==> src/core/rsw_cfg.svh <==
// rsw_cfg.svh: constants of the reset source and watchdog block
// assumes a 200 MHz core clock and a 32 kHz low-speed oscillator rate
`ifndef RSW_CFG_SVH
`define RSW_CFG_SVH
`define RSW_CLK_MHZ 200
`define RSW_CLK_HZ 200000000
`define RSW_LOW_SPEED_INTERNAL_OSC_HZ 32000
`define RSW_LOW_SPEED_INTERNAL_OSC_CW 13
`define RSW_POR_DELAY_US 50000
`define RSW_RST_DELAY_US 16700
`define RSW_LV_MIN_NS 1000
`define RSW_LV_MIN_CYC ((`RSW_LV_MIN_NS * `RSW_CLK_MHZ + 999) / 1000)
`define RSW_LV_CW 8
`define RSW_FIRE_CNT 2'h2
`define RSW_OFS_WDT 32'h0000_0000
`define RSW_OFS_LVL 32'h0000_0004
`define RSW_OFS_FLAGS 32'h0000_0008
`define RSW_OFS_STATUS 32'h0000_000C
`define RSW_OFS_CMD 32'h0000_0010
`define RSW_WDT_RESET 8'h53
`define RSW_LVL_RESET 8'h55
`define RSW_KEY_OFF 5'h15
`define RSW_KEY_ON 5'h0A
`define RSW_LVL_V1 8'h55
`define RSW_LVL_V2 8'h33
`define RSW_LVL_V3 8'h99
`define RSW_LVL_V4 8'hAA
`define RSW_KEY_HI 7
`define RSW_KEY_LO 3
`define RSW_RATIO_HI 2
`define RSW_WDT_LIM0 18'h0_00FF
`define RSW_WDT_LIM1 18'h0_03FF
`define RSW_WDT_LIM2 18'h0_0FFF
`define RSW_WDT_LIM3 18'h0_3FFF
`define RSW_WDT_LIM4 18'h0_7FFF
`define RSW_WDT_LIM5 18'h0_FFFF
`define RSW_WDT_LIM6 18'h1_FFFF
`define RSW_WDT_LIM7 18'h3_FFFF
`define RSW_F_LVR 2
`define RSW_F_LVL 1
`define RSW_F_KEY 0
`define RSW_S_PDF 0
`define RSW_S_TO 1
`define RSW_S_WEN 2
`define RSW_S_HOLD 3
`define RSW_C_CLRWDT 0
`define RSW_C_HALT 1
`define RSW_RESP_OKAY 2'h0
`define RSW_RESP_SLVERR 2'h2
`endif

==> src/core/rsw_pkg.sv <==
// rsw_pkg: types shared by the reset source and watchdog modules
// assumes rsw_cfg.svh supplies the numeric constants
package rsw_pkg;
  typedef logic [7:0] rsw_byte_t;
  typedef logic [23:0] rsw_cnt_t;
  typedef logic [17:0] rsw_wdt_t;
  typedef enum {RSW_ST_LOAD, RSW_ST_WAIT, RSW_ST_HOLD, RSW_ST_RUN} rsw_state_e;
endpackage

==> src/core/rsw_sync.sv <==
// rsw_sync: two-stage synchroniser for one asynchronous pin
// assumes the pin is quasi-static against the core clock
`timescale 1ns/1ps
module rsw_sync #(
  parameter bit RST_VAL = 1'b0
) (
  input wire logic i_clk,
  input wire logic i_rst,
  input wire logic i_d,
  output logic o_q
);
  logic meta_reg;

  // the first stage feeds only the second one
  always_ff @(posedge i_clk)
  begin
    if (i_rst)
    begin
      meta_reg <= RST_VAL;
      o_q <= RST_VAL;
    end
    else
    begin
      meta_reg <= i_d;
      o_q <= meta_reg;
    end
  end
endmodule // rsw_sync

==> src/core/rsw_delay.sv <==
// rsw_delay: down counter that stretches the internal reset
// assumes the caller loads it once per reset and watches o_busy
`timescale 1ns/1ps
module rsw_delay (
  input wire logic i_clk,
  input wire logic i_rst,
  input wire logic i_load,
  input wire rsw_pkg::rsw_cnt_t i_count,
  output logic o_busy
);
  import rsw_pkg::*;
  rsw_cnt_t remain_reg;

  // a reload restarts the wait from the full figure
  always_ff @(posedge i_clk)
  begin
    if (i_rst)
      remain_reg <= '0;
    else if (i_load)
      remain_reg <= i_count;
    else if (remain_reg != '0)
      remain_reg <= remain_reg - rsw_cnt_t'(1);
  end

  assign o_busy = (remain_reg != '0);
endmodule // rsw_delay

==> src/core/rsw_top.sv <==
// rsw_top: reset source merge, watchdog and low-voltage supervision
// assumes AXI4-Lite software access and asynchronous pins for the reset
// pin, the supply detector and the wake event
//
// Overview of operation
// - key 10101B turns the watchdog off
// - key 01010B turns the watchdog on
// - other key resets device after 2-3 ticks
// - key field powers up as 01010B
// - running time-out: full reset, set time-out flag
// - sleeping time-out: flag, clear PC/SP only
// - bad key, clear command, halt clear counter
// - time-out spans 2^8 to 2^18 ticks
// - power-on reset starts at address zero
// - power-on presets ports to inputs
// - power-on waits 50 ms before running
// - pin release waits 16.7 ms more
// - pin low holds reset, restart at zero
// - pin reset while running keeps context
// - low supply resets and flags it, except in power-down
// - supply dips shorter than minimum ignored
// - bad level resets after 2-3 ticks, flagged
// - level select powers up as 01010101B
// - low-voltage reset off in power-down
// - each cause but the pin recorded in its own flag
// - fault flags set by hardware, cleared by software
// - power-down flag: halt sets, clear command clears
// - three-bit ratio picks 2^8 to 2^18
//
// Chosen here: the AXI4-Lite slave port and the address map.
`timescale 1ns/1ps
`include "rsw_cfg.svh"
module rsw_top #(
  parameter int POR_DELAY_CYC = `RSW_POR_DELAY_US * `RSW_CLK_MHZ,
  parameter int RST_DELAY_CYC = `RSW_RST_DELAY_US * `RSW_CLK_MHZ,
  parameter int LOW_SPEED_INTERNAL_OSC_DIV = `RSW_CLK_HZ / `RSW_LOW_SPEED_INTERNAL_OSC_HZ
) (
  input wire logic i_clk,
  input wire logic i_rst,
  input wire logic [31:0] i_s_axi_awaddr,
  input wire logic i_s_axi_awvalid,
  output logic o_s_axi_awready,
  input wire logic [31:0] i_s_axi_wdata,
  input wire logic [3:0] i_s_axi_wstrb,
  input wire logic i_s_axi_wvalid,
  output logic o_s_axi_wready,
  output logic [1:0] o_s_axi_bresp,
  output logic o_s_axi_bvalid,
  input wire logic i_s_axi_bready,
  input wire logic [31:0] i_s_axi_araddr,
  input wire logic i_s_axi_arvalid,
  output logic o_s_axi_arready,
  output logic [31:0] o_s_axi_rdata,
  output logic [1:0] o_s_axi_rresp,
  output logic o_s_axi_rvalid,
  input wire logic i_s_axi_rready,
  input wire logic i_external_reset_pin_n,
  input wire logic i_lowvolt_det,
  input wire logic i_wake,
  output logic o_cpu_hold,
  output logic o_pc_clear,
  output logic o_port_preset,
  output logic o_ctx_keep,
  output logic o_power_down,
  output logic o_wdt_running
);
  import rsw_pkg::*;

  // decoding shared by the write and read paths
  function automatic logic [2:0] reg_index(input logic [31:0] addr);
    unique case (addr)
      `RSW_OFS_WDT: reg_index = 3'h0;
      `RSW_OFS_LVL: reg_index = 3'h1;
      `RSW_OFS_FLAGS: reg_index = 3'h2;
      `RSW_OFS_STATUS: reg_index = 3'h3;
      `RSW_OFS_CMD: reg_index = 3'h4;
      default: reg_index = 3'h7;
    endcase
  endfunction

  function automatic logic key_ok(input rsw_byte_t v);
    key_ok = (v[`RSW_KEY_HI:`RSW_KEY_LO] == `RSW_KEY_ON) ||
      (v[`RSW_KEY_HI:`RSW_KEY_LO] == `RSW_KEY_OFF);
  endfunction

  function automatic logic lvl_ok(input rsw_byte_t v);
    lvl_ok = (v == `RSW_LVL_V1) || (v == `RSW_LVL_V2) ||
      (v == `RSW_LVL_V3) || (v == `RSW_LVL_V4);
  endfunction

  // time-out limit per ratio select; code 110 fills the gap with 2^17
  function automatic rsw_wdt_t wdt_limit(input logic [2:0] sel);
    unique case (sel)
      3'h0: wdt_limit = `RSW_WDT_LIM0;
      3'h1: wdt_limit = `RSW_WDT_LIM1;
      3'h2: wdt_limit = `RSW_WDT_LIM2;
      3'h3: wdt_limit = `RSW_WDT_LIM3;
      3'h4: wdt_limit = `RSW_WDT_LIM4;
      3'h5: wdt_limit = `RSW_WDT_LIM5;
      3'h6: wdt_limit = `RSW_WDT_LIM6;
      3'h7: wdt_limit = `RSW_WDT_LIM7;
    endcase
  endfunction

  rsw_state_e state_reg, state_next;
  rsw_byte_t key_reg, lvl_reg;
  logic [2:0] flags_reg;
  logic to_flag_reg, pdf_reg, pd_mode_reg, por_kind_reg, por_kind_next;
  logic [`RSW_LOW_SPEED_INTERNAL_OSC_CW-1:0] low_speed_internal_osc_cnt_reg;
  rsw_wdt_t wdt_cnt_reg;
  logic [`RSW_LV_CW-1:0] lv_cnt_reg;
  logic [2:0] pins_sync;
  logic pin_low, lv_sync, wake_sync, low_speed_internal_osc_tick, run, delay_busy;
  logic [1:0] bad, fire;
  logic wdt_en, wdt_to, lv_fire, reset_req;
  logic aw_have_reg, w_have_reg;
  logic [31:0] aw_addr_reg, wdata_reg;
  logic wstrb0_reg, wr_do, wr_hit;
  logic [2:0] wr_idx;
  logic ctrl_wr, clr_cmd, halt_cmd;
  logic [31:0] rd_val;

  // pins pass two flops before any reset logic sees them
  localparam logic [2:0] SYNC_RST = 3'h1;
  logic [2:0] pins_raw;
  assign pins_raw = {i_wake, i_lowvolt_det, i_external_reset_pin_n};
  for (genvar g = 0; g < 3; g++)
  begin : g_sync
    rsw_sync #(.RST_VAL(SYNC_RST[g])) u_sync (
      .i_clk(i_clk),
      .i_rst(i_rst),
      .i_d(pins_raw[g]),
      .o_q(pins_sync[g])
    );
  end
  assign pin_low = !pins_sync[0];
  assign lv_sync = pins_sync[1];
  assign wake_sync = pins_sync[2];
  assign run = (state_reg == RSW_ST_RUN);

  // low-speed oscillator tick derived from the core clock
  always_ff @(posedge i_clk)
  begin
    if (i_rst || low_speed_internal_osc_tick)
      low_speed_internal_osc_cnt_reg <= '0;
    else
      low_speed_internal_osc_cnt_reg <= low_speed_internal_osc_cnt_reg + 1'b1;
  end
  assign low_speed_internal_osc_tick = (low_speed_internal_osc_cnt_reg == `RSW_LOW_SPEED_INTERNAL_OSC_CW'(LOW_SPEED_INTERNAL_OSC_DIV - 1));

  // bad setting fires on the third tick: 2 to 3 periods after it appears
  assign bad[0] = !key_ok(key_reg);
  assign bad[1] = !lvl_ok(lvl_reg);
  for (genvar g = 0; g < 2; g++)
  begin : g_fault
    logic [1:0] tick_cnt_reg;
    always_ff @(posedge i_clk)
    begin
      if (i_rst || !bad[g] || fire[g])
        tick_cnt_reg <= '0;
      else if (low_speed_internal_osc_tick)
        tick_cnt_reg <= tick_cnt_reg + 1'b1;
    end
    assign fire[g] = bad[g] && low_speed_internal_osc_tick &&
      (tick_cnt_reg == `RSW_FIRE_CNT);
  end

  // watchdog counts ticks while enabled and the core runs
  assign wdt_en = (key_reg[`RSW_KEY_HI:`RSW_KEY_LO] == `RSW_KEY_ON);
  assign wdt_to = wdt_en && run && low_speed_internal_osc_tick &&
    (wdt_cnt_reg == wdt_limit(key_reg[`RSW_RATIO_HI:0]));
  always_ff @(posedge i_clk)
  begin
    if (i_rst || !run || !wdt_en || fire[0] || clr_cmd || halt_cmd ||
      wdt_to)
      wdt_cnt_reg <= '0;
    else if (low_speed_internal_osc_tick)
      wdt_cnt_reg <= wdt_cnt_reg + 1'b1;
  end

  // supply dip must outlast the minimum time; parked in power-down
  assign lv_fire = lv_sync && run && !pd_mode_reg &&
    (lv_cnt_reg == `RSW_LV_CW'(`RSW_LV_MIN_CYC));
  always_ff @(posedge i_clk)
  begin
    if (i_rst || !lv_sync || !run || pd_mode_reg)
      lv_cnt_reg <= '0;
    else if (lv_cnt_reg != `RSW_LV_CW'(`RSW_LV_MIN_CYC))
      lv_cnt_reg <= lv_cnt_reg + 1'b1;
  end

  // every source funnels into one request for the reset sequence
  assign reset_req = pin_low || lv_fire || (|fire) ||
    (wdt_to && !pd_mode_reg);

  // reset sequence: hold while a source stays active, then delay
  always_comb
  begin
    state_next = state_reg;
    por_kind_next = por_kind_reg;
    unique case (state_reg)
      RSW_ST_LOAD: state_next = RSW_ST_WAIT;
      RSW_ST_WAIT:
        if (pin_low || lv_sync)
          state_next = RSW_ST_HOLD;
        else if (!delay_busy)
        begin
          state_next = RSW_ST_RUN;
          por_kind_next = 1'b0;
        end
      RSW_ST_HOLD:
        if (!pin_low && !lv_sync)
          state_next = RSW_ST_LOAD;
      RSW_ST_RUN:
        if (reset_req)
          state_next = RSW_ST_HOLD;
    endcase
  end

  always_ff @(posedge i_clk)
  begin
    if (i_rst)
    begin
      state_reg <= RSW_ST_LOAD;
      por_kind_reg <= 1'b1;
    end
    else
    begin
      state_reg <= state_next;
      por_kind_reg <= por_kind_next;
    end
  end

  // power-on loads the long delay, every later reset the short one
  rsw_delay u_delay (
    .i_clk(i_clk),
    .i_rst(i_rst),
    .i_load(state_reg == RSW_ST_LOAD),
    .i_count(por_kind_reg ? rsw_cnt_t'(POR_DELAY_CYC) :
      rsw_cnt_t'(RST_DELAY_CYC)),
    .o_busy(delay_busy)
  );

  // core-facing outputs, all registered; hold, preset and keep from next-state values
  always_ff @(posedge i_clk)
  begin
    if (i_rst)
    begin
      o_cpu_hold <= 1'b1;
      o_pc_clear <= 1'b1;
      o_port_preset <= 1'b1;
      o_ctx_keep <= 1'b0;
      o_wdt_running <= 1'b0;
    end
    else
    begin
      o_cpu_hold <= (state_next != RSW_ST_RUN);
      o_pc_clear <= (run && reset_req) || (wdt_to && pd_mode_reg);
      o_port_preset <= por_kind_next && (state_next != RSW_ST_RUN);
      o_ctx_keep <= !por_kind_next;
      o_wdt_running <= wdt_en;
    end
  end

  // command writes only count while the core is running
  assign wr_do = aw_have_reg && w_have_reg && !o_s_axi_bvalid;
  assign wr_idx = reg_index(aw_addr_reg);
  assign wr_hit = wr_do && wstrb0_reg;
  assign ctrl_wr = wr_hit && (wr_idx == 3'h2);
  assign clr_cmd = wr_hit && run && (wr_idx == 3'h4) &&
    wdata_reg[`RSW_C_CLRWDT];
  assign halt_cmd = wr_hit && run && (wr_idx == 3'h4) &&
    wdata_reg[`RSW_C_HALT];

  // setting registers; a bad value is replaced by its reset value
  always_ff @(posedge i_clk)
  begin
    if (i_rst || fire[0])
      key_reg <= `RSW_WDT_RESET;
    else if (wr_hit && wr_idx == 3'h0)
      key_reg <= wdata_reg[7:0];
  end

  always_ff @(posedge i_clk)
  begin
    if (i_rst || fire[1])
      lvl_reg <= `RSW_LVL_RESET;
    else if (wr_hit && wr_idx == 3'h1)
      lvl_reg <= wdata_reg[7:0];
  end

  // sticky cause flags: writing 0 clears a bit, a new event wins
  always_ff @(posedge i_clk)
  begin
    if (i_rst)
      flags_reg <= '0;
    else
      flags_reg <= (flags_reg & ~(ctrl_wr ? ~wdata_reg[2:0] : 3'h0)) |
        {lv_fire, fire[1], fire[0]};
  end

  // time-out and power-down flags, power-down mode
  always_ff @(posedge i_clk)
  begin
    if (i_rst)
    begin
      to_flag_reg <= 1'b0;
      pdf_reg <= 1'b0;
      pd_mode_reg <= 1'b0;
    end
    else
    begin
      to_flag_reg <= wdt_to || (to_flag_reg && !clr_cmd && !halt_cmd);
      pdf_reg <= halt_cmd || (pdf_reg && !clr_cmd);
      pd_mode_reg <= halt_cmd || (pd_mode_reg && run && !wake_sync &&
        !wdt_to);
    end
  end
  assign o_power_down = pd_mode_reg;

  // write channels are taken independently; one write in flight
  always_ff @(posedge i_clk)
  begin
    if (i_rst)
    begin
      aw_have_reg <= 1'b0;
      w_have_reg <= 1'b0;
      o_s_axi_awready <= 1'b1;
      o_s_axi_wready <= 1'b1;
      o_s_axi_bvalid <= 1'b0;
      o_s_axi_bresp <= `RSW_RESP_OKAY;
      aw_addr_reg <= 32'h0000_0000;
      wdata_reg <= 32'h0000_0000;
      wstrb0_reg <= 1'b0;
    end
    else
    begin
      if (i_s_axi_awvalid && o_s_axi_awready)
      begin
        aw_have_reg <= 1'b1;
        aw_addr_reg <= i_s_axi_awaddr;
        o_s_axi_awready <= 1'b0;
      end
      if (i_s_axi_wvalid && o_s_axi_wready)
      begin
        w_have_reg <= 1'b1;
        wdata_reg <= i_s_axi_wdata;
        wstrb0_reg <= i_s_axi_wstrb[0];
        o_s_axi_wready <= 1'b0;
      end
      if (wr_do)
      begin
        aw_have_reg <= 1'b0;
        w_have_reg <= 1'b0;
        o_s_axi_bvalid <= 1'b1;
        o_s_axi_bresp <= (wr_idx == 3'h7) ? `RSW_RESP_SLVERR :
          `RSW_RESP_OKAY;
      end
      if (o_s_axi_bvalid && i_s_axi_bready)
      begin
        o_s_axi_bvalid <= 1'b0;
        o_s_axi_awready <= 1'b1;
        o_s_axi_wready <= 1'b1;
      end
    end
  end

  // read mux; the command register reads as zero
  always_comb
  begin
    unique case (reg_index(i_s_axi_araddr))
      3'h0: rd_val = {24'h00_0000, key_reg};
      3'h1: rd_val = {24'h00_0000, lvl_reg};
      3'h2: rd_val = {29'h0000_0000, flags_reg};
      3'h3: rd_val = {28'h000_0000, o_cpu_hold, wdt_en, to_flag_reg,
        pdf_reg};
      default: rd_val = 32'h0000_0000;
    endcase
  end

  always_ff @(posedge i_clk)
  begin
    if (i_rst)
    begin
      o_s_axi_arready <= 1'b1;
      o_s_axi_rvalid <= 1'b0;
      o_s_axi_rdata <= 32'h0000_0000;
      o_s_axi_rresp <= `RSW_RESP_OKAY;
    end
    else if (i_s_axi_arvalid && o_s_axi_arready)
    begin
      o_s_axi_arready <= 1'b0;
      o_s_axi_rvalid <= 1'b1;
      o_s_axi_rdata <= rd_val;
      o_s_axi_rresp <= (reg_index(i_s_axi_araddr) == 3'h7) ?
        `RSW_RESP_SLVERR : `RSW_RESP_OKAY;
    end
    else if (o_s_axi_rvalid && i_s_axi_rready)
    begin
      o_s_axi_rvalid <= 1'b0;
      o_s_axi_arready <= 1'b1;
    end
  end

  property p_key_off;
    @(posedge i_clk) disable iff (i_rst)
      (key_reg[`RSW_KEY_HI:`RSW_KEY_LO] == `RSW_KEY_OFF) |=>
        !o_wdt_running && (wdt_cnt_reg == '0);
  endproperty
  a_key_off: assert property (p_key_off) else $error("watchdog not off");

  property p_key_fire;
    @(posedge i_clk) disable iff (i_rst)
      fire[0] |=> flags_reg[`RSW_F_KEY] && o_cpu_hold &&
        (key_reg == `RSW_WDT_RESET);
  endproperty
  a_key_fire: assert property (p_key_fire) else $error("bad key no reset");

  property p_por_key;
    @(posedge i_clk) $fell(i_rst) |->
      (key_reg[`RSW_KEY_HI:`RSW_KEY_LO] == `RSW_KEY_ON) && o_cpu_hold;
  endproperty
  a_por_key: assert property (p_por_key) else $error("key not enabled");

  property p_wdt_normal;
    @(posedge i_clk) disable iff (i_rst)
      (wdt_to && !pd_mode_reg) |=> (o_cpu_hold && to_flag_reg) [*2];
  endproperty
  a_wdt_normal: assert property (p_wdt_normal) else $error("no wdt reset");

  property p_wdt_sleep;
    @(posedge i_clk) disable iff (i_rst)
      (wdt_to && pd_mode_reg) |=>
        to_flag_reg && o_pc_clear && !o_cpu_hold && !o_power_down;
  endproperty
  a_wdt_sleep: assert property (p_wdt_sleep) else $error("bad sleep wake");

  property p_wdt_clear;
    @(posedge i_clk) disable iff (i_rst)
      (clr_cmd || halt_cmd) |=> (wdt_cnt_reg == '0);
  endproperty
  a_wdt_clear: assert property (p_wdt_clear) else $error("wdt not cleared");

  property p_pin_hold;
    @(posedge i_clk) disable iff (i_rst)
      pin_low |=> o_cpu_hold;
  endproperty
  a_pin_hold: assert property (p_pin_hold) else $error("pin low but running");

  property p_lv_qual;
    @(posedge i_clk) disable iff (i_rst)
      $rose(lv_sync) |-> !lv_fire [*8];
  endproperty
  a_lv_qual: assert property (p_lv_qual) else $error("short dip reset");

  property p_lv_pd;
    @(posedge i_clk) disable iff (i_rst)
      o_power_down |-> !lv_fire &&
        (!$past(o_power_down) || (lv_cnt_reg == '0));
  endproperty
  a_lv_pd: assert property (p_lv_pd) else $error("lvr active asleep");

  property p_flag_sticky;
    @(posedge i_clk) disable iff (i_rst)
      (flags_reg[`RSW_F_LVR] && !ctrl_wr) |=> flags_reg[`RSW_F_LVR];
  endproperty
  a_flag_sticky: assert property (p_flag_sticky) else $error("flag lost");

  property p_pdf;
    @(posedge i_clk) disable iff (i_rst)
      halt_cmd |=> pdf_reg && o_power_down;
  endproperty
  a_pdf: assert property (p_pdf) else $error("halt did not set pdf");
endmodule // rsw_top

==> config.mk <==
export PLATFORM = sky130hd
export DESIGN_NAME = rsw_top
export DESIGN_NICKNAME = d
export VERILOG_FILES = /design/src/core/rsw_pkg.sv /design/src/core/rsw_sync.sv /design/src/core/rsw_delay.sv /design/src/core/rsw_top.sv
export VERILOG_INCLUDE_DIRS = /design/src /design/src/core
export SDC_FILE = /design/constraint.sdc
export NUM_CORES = 1
export LEC_CHECK = 0
export BUFFER_PORTS_ARGS = -buffer_cell sky130_fd_sc_hd__buf_2
export CAP_MARGIN = 20
export CORE_AREA = 2 2 106 150
export CTS_CLUSTER_SIZE = 28
export DETAILED_ROUTE_END_ITERATION = 12
export DIE_AREA = 0 0 108 152
export PLACE_DENSITY = 0.78
export SETUP_SLACK_MARGIN = 0.5
export SLEW_MARGIN = 0
export SYNTH_ARGS = -nofsm -noshare
export SYNTH_HDL_FRONTEND = slang
export SYNTH_SLANG_ARGS = --single-unit
==> constraint.sdc <==
create_clock -name i_clk -period 2.54 [get_ports i_clk]
set_input_delay 0.508 -clock i_clk [delete_from_list [all_inputs] [get_ports i_clk]]
set_output_delay 0.508 -clock i_clk [all_outputs]
set_load 0.05 [all_outputs]
==> flow_metrics.py <==
metrics = {
    "run_status": {
        "status": "finished, final reports clean",
    },
    "synthesis": {
        "ys.flop_type": "dfxtp_1",
        "netlist_instances": 900,
        "ys_ff_latch": 198,
        "netlist.area_leader.share_pct": 49.5,
        "synth_edf_count": 0,
        "synth_area_um2": 8010,
        "yosysWarnings": 0,
        "syn_avg_cell_area_um2": 8.90,
        "async_flop_share_pct": 0,
        "synth_cell_types": 68,
        "seq_area_frac_synth_pct": 49.5,
        "synth_area_leader_cell": "dfxtp_1",
        "synth_area_leaders": "dfxtp_1 49%, nand2_1 6.1%, a21oi_1 5.4%",
    },
    "floorplanning": {
        "dieWidth_um": 108,
        "initial_core_util_pct": 52.7,
        "die_y_um": 152,
        "ios": 157,
        "die_area_um2": 16400,
        "core_um2": 15200,
        "num_rows": 54,
    },
    "clocking": {
        "postCtsHoldBufs": 0,
        "cts_buffer_depth": 2,
        "clk_latency_ns": 0.44,
        "clk_pin_slew_ns": 0.07,
        "cts_buffers": 17,
        "cts-htree-levels": 4,
        "cts_sinks": 198,
        "cts_tree": "built",
        "cts-root-buf": "clkbuf_16",
    },
    "timing": {
        "finalCriticalPeriod_ns": 2.24,
        "drv_slew": 0,
        "fmax_ghz": 0.446,
        "finalHoldViolations": 0,
        "worst_pin_slew_ns": 0.668,
        "fin_crit_sh_pct": 88.3,
        "skew_ns": 0.0116,
        "rsz0062_at_grt": "true",
        "setup_slack_ns": 0.297,
        "setup_tns_ns": 0,
        "relSlewSlack_pct": 55.4,
        "setup_violations": 0,
    },
    "grt": {
        "grt_pass1_wl_um": 28700,
        "grt_usage_pct": 21.5,
        "grt_remaining_overflow": 0,
        "grt_pass1_vias": 6367,
        "grt_max_degree": 34,
        "antenna_found_initial": 0,
    },
    "placed_design": {
        "pre_cts_ws_ns": 0.171,
        "gp_congestion": 0.814,
        "port_buffers": 103,
        "placedCellCount": 1209,
        "hpwl_um": 12200,
    },
    "routing": {
        "postRouteAntennaNets": 0,
        "drc": 0,
        "first_pass_iters": 5,
        "vias": 6756,
        "drt_wl_total_um": 18200,
        "vias_per_cell": 5.33,
        "wire_per_inst_um": 14.4,
        "drt_iter0_markers": 322,
    },
    "finish": {
        "final_nets": 1177,
        "multiInputGateArea_um2": 4230,
        "area_growth_pct": 24.8,
        "diodes": 0,
        "regArea_um2": 3990,
        "final_common_cell": "dfxtp_1",
        "stdcell_count": 1267,
        "drive_gt1_share_pct": 25.0,
        "layout_common_cells": "185 x dfxtp_1, 124 x nand2_1, 103 x buf_2",
        "fillers": 1202,
    },
    "power": {
        "cellLeakagePower_nw": 4.06,
        "power_per_cell_area_nw_per_um2": 830,
        "irDropWorstVdd_uv": 507,
    },
    "worst_hold_path": {
        "hold_class": "in2reg",
    },
    "setup_path": {
        "cp_slowest_cell": "or4b_4",
        "cp-end-kind": "flop",
        "crit_chain": "inv_2 > ha_4 > nand4b_1 > or4b_4 > or4_4 > and4b_1 > o21a_1 > a41o_1",
        "crit_arrival_ns": 2.57,
        "path_class": "reg2reg",
        "critPathLaunchType": "flop",
        "r2r_setup_slack_ns": 0.30,
        "cp_max_fo": 3,
        "max_stage_delay_ns": 0.52,
        "worstPathRequired_ns": 2.87,
    },
    "run": {
        "maxCapViolations": 0,
    },
}
per-layer routing:
layer	part of all wire, %	GRT usage, %
met1	41	25.4
met4	2.5	9.28
met3	4.1	4.08
met5	0	0
met2	52	37.3
layout make-up:
type | instances | share of cell area, %
Multi-Input combinational cell | 680 | 42.3
Sequential cell | 198 | 39.9
Timing Repair Buffer | 143 | 8.47
Clock buffer | 18 | 4.29
Tap cell | 196 | 2.45
Clock inverter | 14 | 1.86
Inverter | 18 | 0.676
metrics by stage:
stage | total power, mW | hold WS [ns] | util (%) | area [µm²]
finish | 8.29 | 0.253 | 65.8 | 10000
global route | 8.69 | 0.241 | 65.8 | 10000
CTS | 8.12 | 0.236 | 62.9 | 9570
detailed placement | 5.32 | 0.403 | 57.8 | 8790
global placement | 5.28 | 0.394 | 57.8 | 8790
floorplan | 5.00 | 0.389 | - | 8260
cells by family (layout without fill, tap and decap cells):
family                     after synthesis  count (layout)  share of synthesized area (%)
adders and majority gates                9               9                           1.41
AOI/OAI and AO/OA                      134             134                           9.54
and+or+nand+nor                        402             402                           24.9
DFF                                    198             198                           49.5
other                                    1              56                         0.0468
muxes                                   18              18                           2.75
buffers and inverters                   77             193                           5.17
xor gates and xnor gates                61              61                           6.67
synthesized netlist by cell type, drive strengths merged (18+ instances only):
| library cell | n |
|---|---|
| dfxtp | 198 |
| nand2 | 131 |
| nor2 | 95 |
| a21oi | 86 |
| buf | 33 |
| nor4 | 33 |
| xnor2 | 31 |
| xor2 | 30 |
| clkbuf | 26 |
| nand3 | 25 |
| nor3 | 23 |
| o21ai | 23 |
| nand4 | 19 |
| inv | 18 |
final timing paths:
path | startpoint | end | cells past startpoint
max | lv_cnt_reg[1]$_SDFFE_PP0P_ | state_reg[0]$_SDFF_PP0_ | 8
min | i_external_reset_pin_n | g_sync[0].u_sync.meta_reg$_SDFF_PP1_ | 2
max reg2reg | lv_cnt_reg[1]$_SDFFE_PP0P_ | state_reg[0]$_SDFF_PP0_ | 8
min reg2reg | g_sync[0].u_sync.meta_reg$_SDFF_PP1_ | g_sync[0].u_sync.o_q$_SDFF_PP1_ | 1
worst max-delay path, delay by kind of cell (launching register included):
family / cells / cell delay (ns)
DFF: 1 / 0.33
and+or+nand+nor: 4 / 1.27
adders and majority gates: 1 / 0.12
AOI/OAI and AO/OA: 2 / 0.34
buffers and inverters: 1 / 0.08
what timing repair did:
action / 4_1_cts / 5_1_grt
resized for setup: 24 / 71
endpoints found under the setup margin: 71 / 86
buffers inserted: 9 / 17
hold endpoints to repair: 0 / 0
pin swaps: 7 / 14
power by group:
group          switching [mW]  internal (mW)  leakage [nW]
clock                    1.27           1.51         0.298
combinational            1.07          0.822          2.13
sequential              0.264           3.37          1.63
(Power assumes the default switching activity.)
